### src/miec_map.vh
`ifndef MIEC_MAP_VH
`define MIEC_MAP_VH
// clocks per instruction cycle
`define MIEC_CLK_PER_ICYC   3'h4
// operation codes on op_in
`define MIEC_OP_NOP    5'h00
`define MIEC_OP_MOVRA  5'h01
`define MIEC_OP_MOVAR  5'h02
`define MIEC_OP_MOVIA  5'h03
`define MIEC_OP_ADD    5'h04
`define MIEC_OP_SUB    5'h05
`define MIEC_OP_AND    5'h06
`define MIEC_OP_OR     5'h07
`define MIEC_OP_XOR    5'h08
`define MIEC_OP_CPL    5'h09
`define MIEC_OP_INC    5'h0a
`define MIEC_OP_DEC    5'h0b
`define MIEC_OP_RL     5'h0c
`define MIEC_OP_RR     5'h0d
`define MIEC_OP_RLC    5'h0e
`define MIEC_OP_RRC    5'h0f
`define MIEC_OP_SETB   5'h10
`define MIEC_OP_CLRB   5'h11
`define MIEC_OP_SZ     5'h12
`define MIEC_OP_SNZ    5'h13
`define MIEC_OP_SZB    5'h14
`define MIEC_OP_SNZB   5'h15
`define MIEC_OP_JMP    5'h16
`define MIEC_OP_CALL   5'h17
`define MIEC_OP_RET    5'h18
`define MIEC_OP_RETI   5'h19
`define MIEC_OP_TABRD  5'h1a
`define MIEC_OP_WRPCL  5'h1b
// last clock of an instruction cycle, where execute happens
`define MIEC_LAST_PHASE  2'h3
// pc step for a taken skip: over one instruction
`define MIEC_SKIP_STEP   11'h002
// reset values
`define MIEC_PC_RST    11'h000
`define MIEC_BYTE_RST  8'h00
`define MIEC_FLAG_RST  1'b0
`define MIEC_PHASE_RST 2'h0
`define MIEC_SP_RST    2'h0
`define MIEC_STACK_DEPTH 4
`endif

### src/miec_core.v
`include "miec_map.vh"

// Overview of operation
// - instruction cycle is four clocks
// - branch call return table read take two
// - low pc byte write jumps, extra cycle
// - taken skip adds one cycle
// - test byte or bit, maybe skip next
// - logic ops set zero on zero
// - add carry over 255, subtract carry on no borrow
// - increment and decrement by exactly one
// - rotate left or right, with/without carry
// - through-carry rotate puts bit in carry
// - call saves return, return resumes after
// - jump loads target without saving return
// - bit set/clear changes only that bit
// - table read fetches program memory constant
// - three data move transfers supported
// - return from interrupt sets interrupt enable
module miec_core (
  // clock, reset, enable
  input  wire        clk_in,
  input  wire        rst_n_in,
  input  wire        ce_in,
  // instruction and operands
  input  wire [4:0]  op_in,
  input  wire [7:0]  mem_rd_in,
  input  wire [7:0]  imm_in,
  input  wire [2:0]  bit_sel_in,
  input  wire [10:0] addr_in,
  input  wire [7:0]  table_data_in,
  // state outputs
  output reg  [10:0] pc_out,
  output reg  [7:0]  acc_out,
  output reg  [7:0]  mem_wr_data_out,
  output reg         mem_wr_out,
  output reg         zero_out,
  output reg         carry_out,
  output reg         global_interrupt_enable_out,
  output reg  [7:0]  table_latch_out,
  output reg         fetch_out,
  output reg  [1:0]  phase_out,
  output reg         stall_out
);

  // sequencing states; the wait state burns the extra instruction cycle
  // and ignores the instruction inputs through its final clock
  localparam ST_EXEC = 1'b0;
  localparam ST_WAIT = 1'b1;

  // operation needing a second instruction cycle, no skip
  function is_two_cycle;
    input [4:0] op;
    begin
      is_two_cycle = (op == `MIEC_OP_JMP) || (op == `MIEC_OP_CALL) ||
                     (op == `MIEC_OP_RET) || (op == `MIEC_OP_RETI) ||
                     (op == `MIEC_OP_TABRD) || (op == `MIEC_OP_WRPCL);
    end
  endfunction

  // single bit mask from index
  function [7:0] bit_mask;
    input [2:0] idx;
    begin
      bit_mask = 8'h01 << idx;
    end
  endfunction

  // call stack, pointer and sequencing state
  // the stack wraps silently, a fifth nested call loses the oldest return
  reg  [10:0] stack_q [0:`MIEC_STACK_DEPTH-1];
  reg  [1:0]  sp_q;
  reg         state_q;
  // next values from the execute decode
  reg  [10:0] pc_d;
  reg  [7:0]  acc_d;
  reg  [7:0]  wr_d;
  reg         wr_en_d;
  reg         z_d;
  reg         c_d;
  reg         gie_d;
  reg  [7:0]  tbl_d;
  reg         extra_d;
  reg         push_d;
  reg         pop_d;
  // decode scratch values
  reg  [8:0]  sum;
  reg         bitval;
  // sequencing helpers
  wire [10:0] pc_inc;
  wire        icyc_end;
  integer     k;

  // next sequential address and cycle boundary
  assign pc_inc   = pc_out + 11'h001;
  assign icyc_end = (phase_out == `MIEC_LAST_PHASE);

  // execute decode, evaluated at the last phase of a cycle
  always @* begin
    // defaults hold every result and step the pc to pc_inc, so unlisted codes act as no operation
    pc_d    = pc_inc;
    acc_d   = acc_out;
    wr_d    = mem_wr_data_out;
    wr_en_d = 1'b0;
    z_d     = zero_out;
    c_d     = carry_out;
    gie_d   = global_interrupt_enable_out;
    tbl_d   = table_latch_out;
    extra_d = is_two_cycle(op_in);
    push_d  = 1'b0;
    pop_d   = 1'b0;
    sum     = 9'h000;
    bitval  = mem_rd_in[bit_sel_in];
    case (op_in)
      // data moves
      `MIEC_OP_MOVRA: acc_d = mem_rd_in;
      `MIEC_OP_MOVAR: begin
        wr_d    = acc_out;
        wr_en_d = 1'b1;
      end
      `MIEC_OP_MOVIA: acc_d = imm_in;

      // arithmetic into the accumulator; carry set means no borrow
      `MIEC_OP_ADD: begin
        sum   = {1'b0, acc_out} + {1'b0, mem_rd_in};
        acc_d = sum[7:0];
        c_d   = sum[8];
        z_d   = (sum[7:0] == 8'h00);
      end
      `MIEC_OP_SUB: begin
        sum   = {1'b0, acc_out} - {1'b0, mem_rd_in};
        acc_d = sum[7:0];
        c_d   = ~sum[8];
        z_d   = (sum[7:0] == 8'h00);
      end

      // logic into the accumulator
      `MIEC_OP_AND: begin
        acc_d = acc_out & mem_rd_in;
        z_d   = ((acc_out & mem_rd_in) == 8'h00);
      end
      `MIEC_OP_OR: begin
        acc_d = acc_out | mem_rd_in;
        z_d   = ((acc_out | mem_rd_in) == 8'h00);
      end
      `MIEC_OP_XOR: begin
        acc_d = acc_out ^ mem_rd_in;
        z_d   = ((acc_out ^ mem_rd_in) == 8'h00);
      end

      // complement, increment and decrement write memory
      `MIEC_OP_CPL: begin
        wr_d    = ~mem_rd_in;
        wr_en_d = 1'b1;
        z_d     = (mem_rd_in == 8'hff);
      end
      `MIEC_OP_INC: begin
        wr_d    = mem_rd_in + 8'h01;
        wr_en_d = 1'b1;
        z_d     = (mem_rd_in == 8'hff);
      end
      `MIEC_OP_DEC: begin
        wr_d    = mem_rd_in - 8'h01;
        wr_en_d = 1'b1;
        z_d     = (mem_rd_in == 8'h01);
      end

      // rotates within the byte and through the carry
      `MIEC_OP_RL: begin
        wr_d    = {mem_rd_in[6:0], mem_rd_in[7]};
        wr_en_d = 1'b1;
      end
      `MIEC_OP_RR: begin
        wr_d    = {mem_rd_in[0], mem_rd_in[7:1]};
        wr_en_d = 1'b1;
      end
      `MIEC_OP_RLC: begin
        wr_d    = {mem_rd_in[6:0], carry_out};
        wr_en_d = 1'b1;
        c_d     = mem_rd_in[7];
      end
      `MIEC_OP_RRC: begin
        wr_d    = {carry_out, mem_rd_in[7:1]};
        wr_en_d = 1'b1;
        c_d     = mem_rd_in[0];
      end

      // single bit set and clear as one read-modify-write
      `MIEC_OP_SETB: begin
        wr_d    = mem_rd_in | bit_mask(bit_sel_in);
        wr_en_d = 1'b1;
      end
      `MIEC_OP_CLRB: begin
        wr_d    = mem_rd_in & ~bit_mask(bit_sel_in);
        wr_en_d = 1'b1;
      end

      // conditional skips step over the next instruction
      // a taken skip also costs one extra instruction cycle
      `MIEC_OP_SZ: begin
        extra_d = (mem_rd_in == 8'h00);
        pc_d    = extra_d ? pc_out + `MIEC_SKIP_STEP : pc_inc;
      end
      `MIEC_OP_SNZ: begin
        extra_d = (mem_rd_in != 8'h00);
        pc_d    = extra_d ? pc_out + `MIEC_SKIP_STEP : pc_inc;
      end
      `MIEC_OP_SZB: begin
        extra_d = ~bitval;
        pc_d    = extra_d ? pc_out + `MIEC_SKIP_STEP : pc_inc;
      end
      `MIEC_OP_SNZB: begin
        extra_d = bitval;
        pc_d    = extra_d ? pc_out + `MIEC_SKIP_STEP : pc_inc;
      end

      // control transfer; calls push the address after the call
      `MIEC_OP_JMP: pc_d = addr_in;
      `MIEC_OP_CALL: begin
        pc_d   = addr_in;
        push_d = 1'b1;
      end
      `MIEC_OP_RET: begin
        pc_d  = stack_q[sp_q - 2'h1];
        pop_d = 1'b1;
      end
      `MIEC_OP_RETI: begin
        pc_d  = stack_q[sp_q - 2'h1];
        pop_d = 1'b1;
        gie_d = 1'b1;
      end

      // table fetch, and a low pc byte write that keeps the page
      `MIEC_OP_TABRD: tbl_d = table_data_in;
      `MIEC_OP_WRPCL: pc_d = {pc_out[10:8], acc_out};
      // unused codes behave as no operation
      default: pc_d = pc_inc;
    endcase
  end

  // phase counter and instruction sequencing
  always @(posedge clk_in or negedge rst_n_in) begin
    if (!rst_n_in) begin
      phase_out                   <= `MIEC_PHASE_RST;
      state_q                     <= ST_EXEC;
      pc_out                      <= `MIEC_PC_RST;
      acc_out                     <= `MIEC_BYTE_RST;
      mem_wr_data_out             <= `MIEC_BYTE_RST;
      mem_wr_out                  <= `MIEC_FLAG_RST;
      zero_out                    <= `MIEC_FLAG_RST;
      carry_out                   <= `MIEC_FLAG_RST;
      global_interrupt_enable_out <= `MIEC_FLAG_RST;
      table_latch_out             <= `MIEC_BYTE_RST;
      fetch_out                   <= `MIEC_FLAG_RST;
      stall_out                   <= `MIEC_FLAG_RST;
      sp_q                        <= `MIEC_SP_RST;
      // every stack entry starts at the reset address
      for (k = 0; k < `MIEC_STACK_DEPTH; k = k + 1) begin
        stack_q[k] <= `MIEC_PC_RST;
      end
    end else if (ce_in) begin
      // strobes fall again on the next enabled clock
      phase_out  <= phase_out + 2'h1;
      mem_wr_out <= 1'b0;
      fetch_out  <= 1'b0;
      if (icyc_end) begin
        case (state_q)
          ST_EXEC: begin
            // commit the decoded results at the cycle boundary
            pc_out          <= pc_d;
            acc_out         <= acc_d;
            mem_wr_data_out <= wr_d;
            mem_wr_out      <= wr_en_d;
            zero_out        <= z_d;
            carry_out       <= c_d;
            global_interrupt_enable_out <= gie_d;
            table_latch_out <= tbl_d;
            // subroutine stack push and pop
            if (push_d) begin
              stack_q[sp_q] <= pc_inc;
              sp_q          <= sp_q + 2'h1;
            end
            if (pop_d)
              sp_q <= sp_q - 2'h1;
            // a second cycle holds off the next fetch
            if (extra_d) begin
              state_q   <= ST_WAIT;
              stall_out <= 1'b1;
            end else begin
              fetch_out <= 1'b1;
            end
          end
          ST_WAIT: begin
            // extra cycle over, the next instruction may come
            state_q   <= ST_EXEC;
            stall_out <= 1'b0;
            fetch_out <= 1'b1;
          end
          default: state_q <= ST_EXEC;
        endcase
      end
    end
  end

endmodule

### config.mk
export PLATFORM = sky130hd
export DESIGN_NAME = miec_core
export DESIGN_NICKNAME = d
export VERILOG_FILES = /design/src/miec_core.v
export VERILOG_INCLUDE_DIRS = /design/src /design/src/src
export SDC_FILE = /design/constraint.sdc
export NUM_CORES = 1
export LEC_CHECK = 0
export BUFFER_PORTS_ARGS = -buffer_cell sky130_fd_sc_hd__buf_2
export CORE_AREA = 2 2 101 177
export CTS_CLUSTER_SIZE = 25
export DETAILED_ROUTE_END_ITERATION = 16
export DIE_AREA = 0 0 103 179
export PLACE_DENSITY_LB_ADDON = 0.12
export SKIP_CTS_REPAIR_TIMING = 1
export SLEW_MARGIN = 30
export SYNTH_ARGS = -nofsm -noshare
export SYNTH_HDL_FRONTEND = slang
export SYNTH_SLANG_ARGS = --single-unit
### constraint.sdc
create_clock -name clk_in -period 6.8 [get_ports clk_in]
set_input_delay 1.36 -clock clk_in [delete_from_list [all_inputs] [get_ports clk_in]]
set_output_delay 1.36 -clock clk_in [all_outputs]
set_load 0.005 [all_outputs]
---- Word-level counts from Yosys, hierarchy flattened ----
Cells that the tools add are included.
word-level totals
  input bits .............................. 46
  register bits ........................... 90
  logic and storage cells ................. 142
  output and inout port bits .............. 43
operators by class
  mux-type cells .......................... 32
  reduce and logical (&&, ||, !) cells .... 34
  equal/unequal tests ..................... 31
  add/subtract/negate cells ............... 9
  bitwise gates (word level) .............. 13
  shift operators ......................... 1
  $lt $le $gt $ge ......................... 4
operator list
  cell                                                                    count
  8-bit case mux with 10 select lines                                     1
  11-bit 2-to-1 mux                                                       7
  11-bit case mux with 7 select lines                                     1
  5-bit equality test (second input constant)                             12
  8-bit case mux with 7 select lines                                      1
  8-bit logical NOT                                                       6
  44-bit bitwise mux                                                      1
  5-bit by 4-bit equality test with 1-bit output (second input constant)  8
  4-bit AND reduction                                                     9
  11-bit binary-select mux with 2-bit select                              1
  11-bit demux with 2-bit select                                          1
  5-bit by 3-bit equality test with 1-bit output (second input constant)  4
  8-bit bitwise AND                                                       2
  8-bit NOT                                                               2
  8-bit OR                                                                2
  7-bit nonzero test                                                      2
  11-bit by 1-bit adder with 11-bit output (second input constant)        1
  11-bit by 2-bit adder with 11-bit output (second input constant)        1
  5-bit by 2-bit equality test with 1-bit output (second input constant)  2
  1-bit 2-to-1 mux                                                        10
  10-bit nonzero test                                                     1
  10-bit OR reduction                                                     1
  8-bit by 8-bit adder with 9-bit output                                  1
  8-bit by 8-bit subtractor with 9-bit output                             1
  29 further kinds                                                        46

---- Logic depth before layout (Yosys ltp) ----
Gate-level depths: netlist of run 1.
  depth after elaboration ................. 10
  mapped depth ............................ 11
  depth with buffers taken out ............ 10

---- Worst setup path before layout of run 1 ----
Ideal clock, no wire load.
  path kind ............................... input -> register
  start ................................... input mem_rd_in[3]
  end ..................................... register acc_out[7]
  required time ........................... 6.677 ns
  path buffers ............................ 2
  data arrival time ....................... 3.366 ns
  stages on the path ...................... 9
  setup slack ............................. 3.311 ns
  library setup time ...................... 0.123 ns
  cells stage by stage .................... buf_2 inv_1 ha_1 clkbuf_1 or4_1 o21ai_0 xor2_1 o211ai_1 o221a_2
between the ends
  cells in the longest elaborated chain, start to end .. 2
  elaborated cells on any way between the ends .. 3
  classes of those cells .................. 2 x add/sub; 1 x mux
ends and longest elaborated chain
  what                                                                                                          line                              source
  start: declaration                                                                                            miec_core.v:27                    input wire [7:0] mem_rd_in,
  8-bit by 8-bit subtractor with 9-bit output / 8-bit by 8-bit adder with 9-bit output (equally long branches)  miec_core.v:131, miec_core.v:125
  8-bit case mux with 7 select lines *                                                                          miec_core.v:114                   case (op_in)
  end signal: assignment                                                                                        miec_core.v:247                   acc_out <= `MIEC_BYTE_RST;
  end: declaration                                                                                              miec_core.v:34                    output reg [7:0] acc_out,
Mark *: on every way between the ends. The rest lies on a longest branch, timed or not.
A chain may end at the register's enable or synchronous reset.

---- Final worst setup path of run 1 ----
  start ................................... input op_in[0]
  end ..................................... register pc_out[8]
between the ends
  cells in the longest elaborated chain, start to end .. 3
  elaborated cells on any way between the ends .. 14
  classes of those cells .................. 9 x eq/ne; 1 x mux; 1 x bitwise; 3 x reduce/logical
ends and longest elaborated chain
  what                                                                               line             source
  start: declaration                                                                 miec_core.v:26   input wire [4:0] op_in,
  5-bit equality test                                                                miec_core.v:114
  2-bit OR reduction (no line) / 1-bit NOT (equally long branches)                   -
  11-bit case mux with 7 select lines / 4-bit AND reduction (equally long branches)  -
  end signal: assignment                                                             miec_core.v:246  pc_out <= `MIEC_PC_RST;
  end signal: assignment                                                             miec_core.v:270  pc_out <= pc_d;
  end: declaration                                                                   miec_core.v:33   output reg [10:0] pc_out,
Several ways; a longest one is shown, not always the timed one.

==> results_dict.tcl, run 1 <==
set metrics [dict create \
    netlist_instances 771 \
    ys_ff_latch 90 \
    cp-end-kind "flip-flop" \
    num_antenna_cells 0 \
    place_congestion 0.9880 \
    grt_pass1_wl_mm 36.98 \
    post-route-util_pct 43.99 \
    worst_pin_slew_ps 937.9 \
    root_buffer "clkbuf_16" \
    layout.nets 904 \
    hold_viol_final 0 \
    hpwl_mm 18.31 \
    synth_area_mm2 0.006720 \
    p_total_w 0.002541 \
    synth_edf_count 0 \
    grt_overflow 0 \
    track_usage_pct 26.90 \
    drtAntennaViolNets 0 \
    grt_max_degree 66 \
    final_common_cell "nand2_1" \
    r2r_slack_ps 3840 \
    max_freq_mhz 276.0 \
    viasPerCell 6.057 \
    row_count 64 \
    dieArea_mm2 0.01844 \
    yosys-top-cells-area "dfrtp_1 34%, ha_1 6.3%, nand2_1 6.2%" \
    required_ps 7000 \
    ir_drop_uv 140.7 \
    ys_seq_area_share_pct 33.51 \
    syn_area_per_cell_um2 8.716 \
    grt_pass1_vias 6580 \
    hp-class "flip-flop to flip-flop" \
    yosysWarnings 0 \
    die_y_um 179 \
    num_io_pins 89 \
    antenna_found_initial 0 \
    design.core.area_mm2 0.01714 \
    start_util_pct 39.22 \
    drive_above_1_share_pct 18.50 \
    status "completed" \
    ys_types 76 \
    p_leak_nw 3.260 \
    cp.arrival_ps 3820 \
    cts_max_level 3 \
    synth_top_area_cell "dfrtp_1" \
    clock-skew-final_ps 12.45 \
    rsz0062_at_grt "no" \
    maxCapViolCount 0 \
    setup_tns_ps 0 \
    slew-limit-headroom_pct 37.13 \
    layout_common_cells "111 x nand2_1, 89 x dfrtp_1, 87 x buf_2" \
    layout_min_cycle_time_ps 3623 \
    setup_viol 0 \
    async_flop_share_pct 100.0 \
    whs_ps 477.3 \
    ys.flop_type "dfrtp_1" \
    timing.final.crit_share_pct 53.27 \
    drc 0 \
    clkLatencyLatePin_ps 360 \
    path_max_fanout 43 \
    routedWlPerCell_um 22.73 \
    start_kind "input pin" \
    area_delta_synth_final_pct 12.18 \
    cts_tree "done" \
    power_density_mw_per_mm2 337.1 \
    vias 6408 \
    fillCellCount 1801 \
    firstDrtPassIters 6 \
    finalMaxSlewViolations 0 \
    drt-total-wl_mm 24.05 \
    numCtsBuffers 9 \
    cts.sinks 90 \
    cts.clk_slew.worst_paths_ps 70 \
    yosysTopAreaCellShare_pct 33.51 \
    drt_iter0_drc 472 \
    die_w_um 103 \
    port_buffers 88 \
    criticalPathCategory "input pin to flip-flop" \
    clockBufferDepth 2 \
    syn_nets 853 \
]
-- worst paths after layout --
check,cells past startpoint,from,endpoint
max,8,op_in[0],pc_out[8]$_DFFE_PN0P_
min,2,stack_q[22]$_DFFE_PN0P_,stack_q[22]$_DFFE_PN0P_
max reg2reg,6,sp_q[0]$_DFFE_PN0P_,pc_out[9]$_DFFE_PN0P_
min reg2reg,2,stack_q[22]$_DFFE_PN0P_,stack_q[22]$_DFFE_PN0P_
max in group asynchronous,3,rst_n_in,stack_q[19]$_DFFE_PN0P_
min in group asynchronous,1,rst_n_in,stack_q[23]$_DFFE_PN0P_
-- flip-flops by register name (all words and copies together), names as in the netlist, 2 cells and up --
signal	count
sp_q	2
acc_out	8
mem_wr_data_out	8
pc_out	11
stack_q	44
table_latch_out	8
phase_out	2
-- worst max-delay path, cell delays in order --
cell	delay (ps)
buf_2	560
inv_1	390
nand2_1	170
mux2i_1	90
nor3_2	770
nor2b_1	120
o21ai_0	180
o311ai_0	140
-- logic make-up after synthesis --
logic type,share of synthesized area [%]
buffers and inverters,5.418
AOI/OAI and AO/OA,24.97
xor gates and xnor gates,3.780
muxes,7.652
and+or+nand+nor,17.74
adders and majority gates,6.926
DFF,33.51
-- final cells by class --
type | count | area (µm²) | share of cell area, %
Clock inverter | 6 | 42.54 | 0.5643
Sequential cell | 90 | 2253 | 29.89
Clock buffer | 10 | 229.0 | 3.037
Timing Repair Buffer | 93 | 500.5 | 6.639
Inverter | 32 | 120.1 | 1.593
Tap cell | 231 | 289.0 | 3.834
Multi-Input combinational cell | 596 | 4104 | 54.44
-- layer usage --
layer / track usage, % / wire length (µm)
met1: 27.67 / 8302
met2: 50.00 / 13240
met3: 2.885 / 955
met4: 17.11 / 1554
met5: 0 / 0
-- metrics by stage --
stage               std cells  instance area (µm²)  worst slack [ps]
floorplan                 771                 6720              3311
global placement         1041                 7238              2924
detailed placement       1041                 7238              2894
CTS                      1057                 7510              3227
global route             1058                 7538              2905
finish                   1058                 7538              3177
-- cells in the mapped netlist (all sizes together), types with 6 or more instances --
library cell,number
nand4,7
nor2,49
o21ai,80
a21oi,26
xnor2,22
nand2,111
buf,28
nand2b,6
dfrtp,90
a221o,6
nor3,16
clkbuf,25
a31oi,8
o211ai,7
nand3,18
mux2,13
nor2b,6
mux2i,12
o21a,10
o21bai,6
o22ai,15
ha,34
mux4,11
nor4,6
a221oi,20
and3,6
xor2,7
inv,31
-- report_power, final --
part | switching (W) | internal, W | total (W)
Combinational | 0.000681 | 0.000502 | 0.00118
Clock | 0.000229 | 0.000249 | 0.000478
Sequential | 0.000211 | 0.000669 | 0.000880
Total | 0.00112 | 0.00142 | 0.00254
Note: power is estimated with default switching activity, not from simulation.
==> run 2, diff against run 1 <==
clock period = 3.3 ns   (was 6.8 ns; I/O delays follow)
==> results_dict.tcl, run 2 (same netlist as run 1, synthesis figures left out) <==
set metrics [dict create \
    status "completed" \
    r2r-end "acc_out[5]$_DFFE_PN0P_" \
    criticalPathCategory "input pin to flip-flop" \
    cp-end-kind "flip-flop" \
    max_freq_mhz 349.8 \
    setup_viol 0 \
    drtAntennaViolNets 0 \
    fillCellCount 1761 \
    dieArea_mm2 0.01844 \
    rr_worst_depth 9 \
    path_max_fanout 16 \
    regMostFlops "stack_q" \
    multiInputGateArea_mm2 0.004104 \
    start_util_pct 39.22 \
    maxCapViolCount 0 \
    cts.clk_slew.worst_paths_ps 70 \
    routedWlPerCell_um 22.56 \
    die_w_um 103 \
    p_sw_w 0.002327 \
    drc 0 \
    clock-skew-final_ps 7.421 \
    area_delta_synth_final_pct 16.81 \
    grt_pass1_vias 6679 \
    grt_pass1_wl_mm 37.40 \
    regArea_mm2 0.002252 \
    num_io_pins 89 \
    vias 6529 \
    firstDrtPassIters 5 \
    power_density_mw_per_mm2 692.0 \
    comb_power_share_pct 48.3 \
    final_common_cell "nand2_1" \
    final_cells 1098 \
    worst_pin_slew_ps 663.6 \
    placed_cell_area_mm2 0.007546 \
    p_sw_share_pct 42.84 \
    viasPerCell 5.946 \
    hold_viol_final 0 \
    timing.final.crit_share_pct 86.64 \
    setup_tns_ps 0 \
    track_usage_pct 27.34 \
    required_ps 3590 \
    layout.nets 944 \
    design.core.area_mm2 0.01714 \
    pwr-share-clk_pct 19.7 \
    num_antenna_cells 0 \
    drt_iter0_drc 562 \
    cts.sinks 90 \
    cts_max_level 3 \
    layout_common_cells "111 x nand2_1, 90 x dfrtp_1, 87 x buf_2" \
    largest_reg_flops 44 \
    power.internal_w 0.003105 \
    placedCellCount 1082 \
    drt-total-wl_mm 24.78 \
    reg2reg_from "acc_out[2]$_DFFE_PN0P_" \
    slew-limit-headroom_pct 55.76 \
    p_leak_nw 3.462 \
    clockBufferDepth 2 \
    layout_min_cycle_time_ps 2859 \
    rsz0062_at_grt "no" \
    start_kind "input pin" \
    hpwl_mm 19.48 \
    cp.arrival_ps 3150 \
    place_congestion 0.9113 \
    port_buffers 88 \
    seqPwrFrac_pct 32.0 \
    die_y_um 179 \
    clkLatencyLatePin_ps 350 \
    grt_overflow 0 \
    root_buffer "clkbuf_16" \
    cts_tree "done" \
    r2r_slack_ps 620 \
    finalInstanceArea_mm2 0.007850 \
    antenna_found_initial 0 \
    hp-class "input pin to asynchronous set/reset pin" \
    row_count 64 \
    p_total_w 0.005432 \
    numCtsBuffers 9 \
    top_regs "stack_q: 44 flops, pc_out: 11 flops" \
    post-route-util_pct 45.81 \
    grt_max_degree 42 \
    drive_above_1_share_pct 22.26 \
    ir_drop_uv 263.7 \
    finalMaxSlewViolations 0 \
]
[run 2: critical path: stages]
cell and delay, ps:
buf_2 270, or3b_2 600, nor2_1 310, nand4_1 130, a21oi_1 190, nor3_1 60
a221oi_1 620, buf_4 210, a21o_1 70
[run 2: cell type report]
class,count,share of cell area (%)
Clock inverter,6,0.8288
Inverter,32,1.530
Multi-Input combinational cell,596,52.28
Timing Repair Buffer,133,9.946
Tap cell,231,3.682
Clock buffer,10,3.044
Sequential cell,90,28.69
[run 2: through the flow]
step | worst slack, ps | hold WS (ps)
floorplan | 510.9 | 364.4
global placement | 171.8 | 457.2
detailed placement | 186.8 | 469.3
CTS | 535.0 | 321.0
global route | 387.4 | 342.6
finish | 441.0 | 308.5
[run 2: how the worst max path moves through the flow]
stage	depth (start not counted)	to	slack [ps]	from
after floorplan	9	acc_out[7]$_DFFE_PN0P_	510	mem_rd_in[3]
after global placement	9	mem_wr_data_out[7]$_DFFE_PN0P_	170	op_in[3]
after detailed placement	9	mem_wr_data_out[7]$_DFFE_PN0P_	190	op_in[3]
after CTS	9	mem_wr_data_out[7]$_DFFE_PN0P_	530	op_in[3]
after global routing	9	mem_wr_data_out[7]$_DFFE_PN0P_	390	op_in[3]
final	9	mem_wr_data_out[7]$_DFFE_PN0P_	440	op_in[3]
[run 2: layer usage]
layer / track usage (%) / vias to the layer above / wire, µm / part of all wire, %
li1: - / 3017 / - / -
met1: 27.58 / 3176 / 8396 / 34
met2: 51.81 / 254 / 13770 / 56
met3: 2.807 / 82 / 1031 / 4.2
met4: 16.78 / 0 / 1576 / 6.4
met5: 0 / - / 0 / 0
[run 2: power groups by stage]
stage / clock network (W) / logic [W] / registers (W)
2_1_floorplan: 0 / 0.00162 / 0.00166
3_3_place_gp: 0 / 0.00260 / 0.00174
3_5_place_dp: 0 / 0.00262 / 0.00176
4_1_cts: 0.00109 / 0.00263 / 0.00174
5_1_grt: 0.00114 / 0.00286 / 0.00178
6_report: 0.00107 / 0.00262 / 0.00174
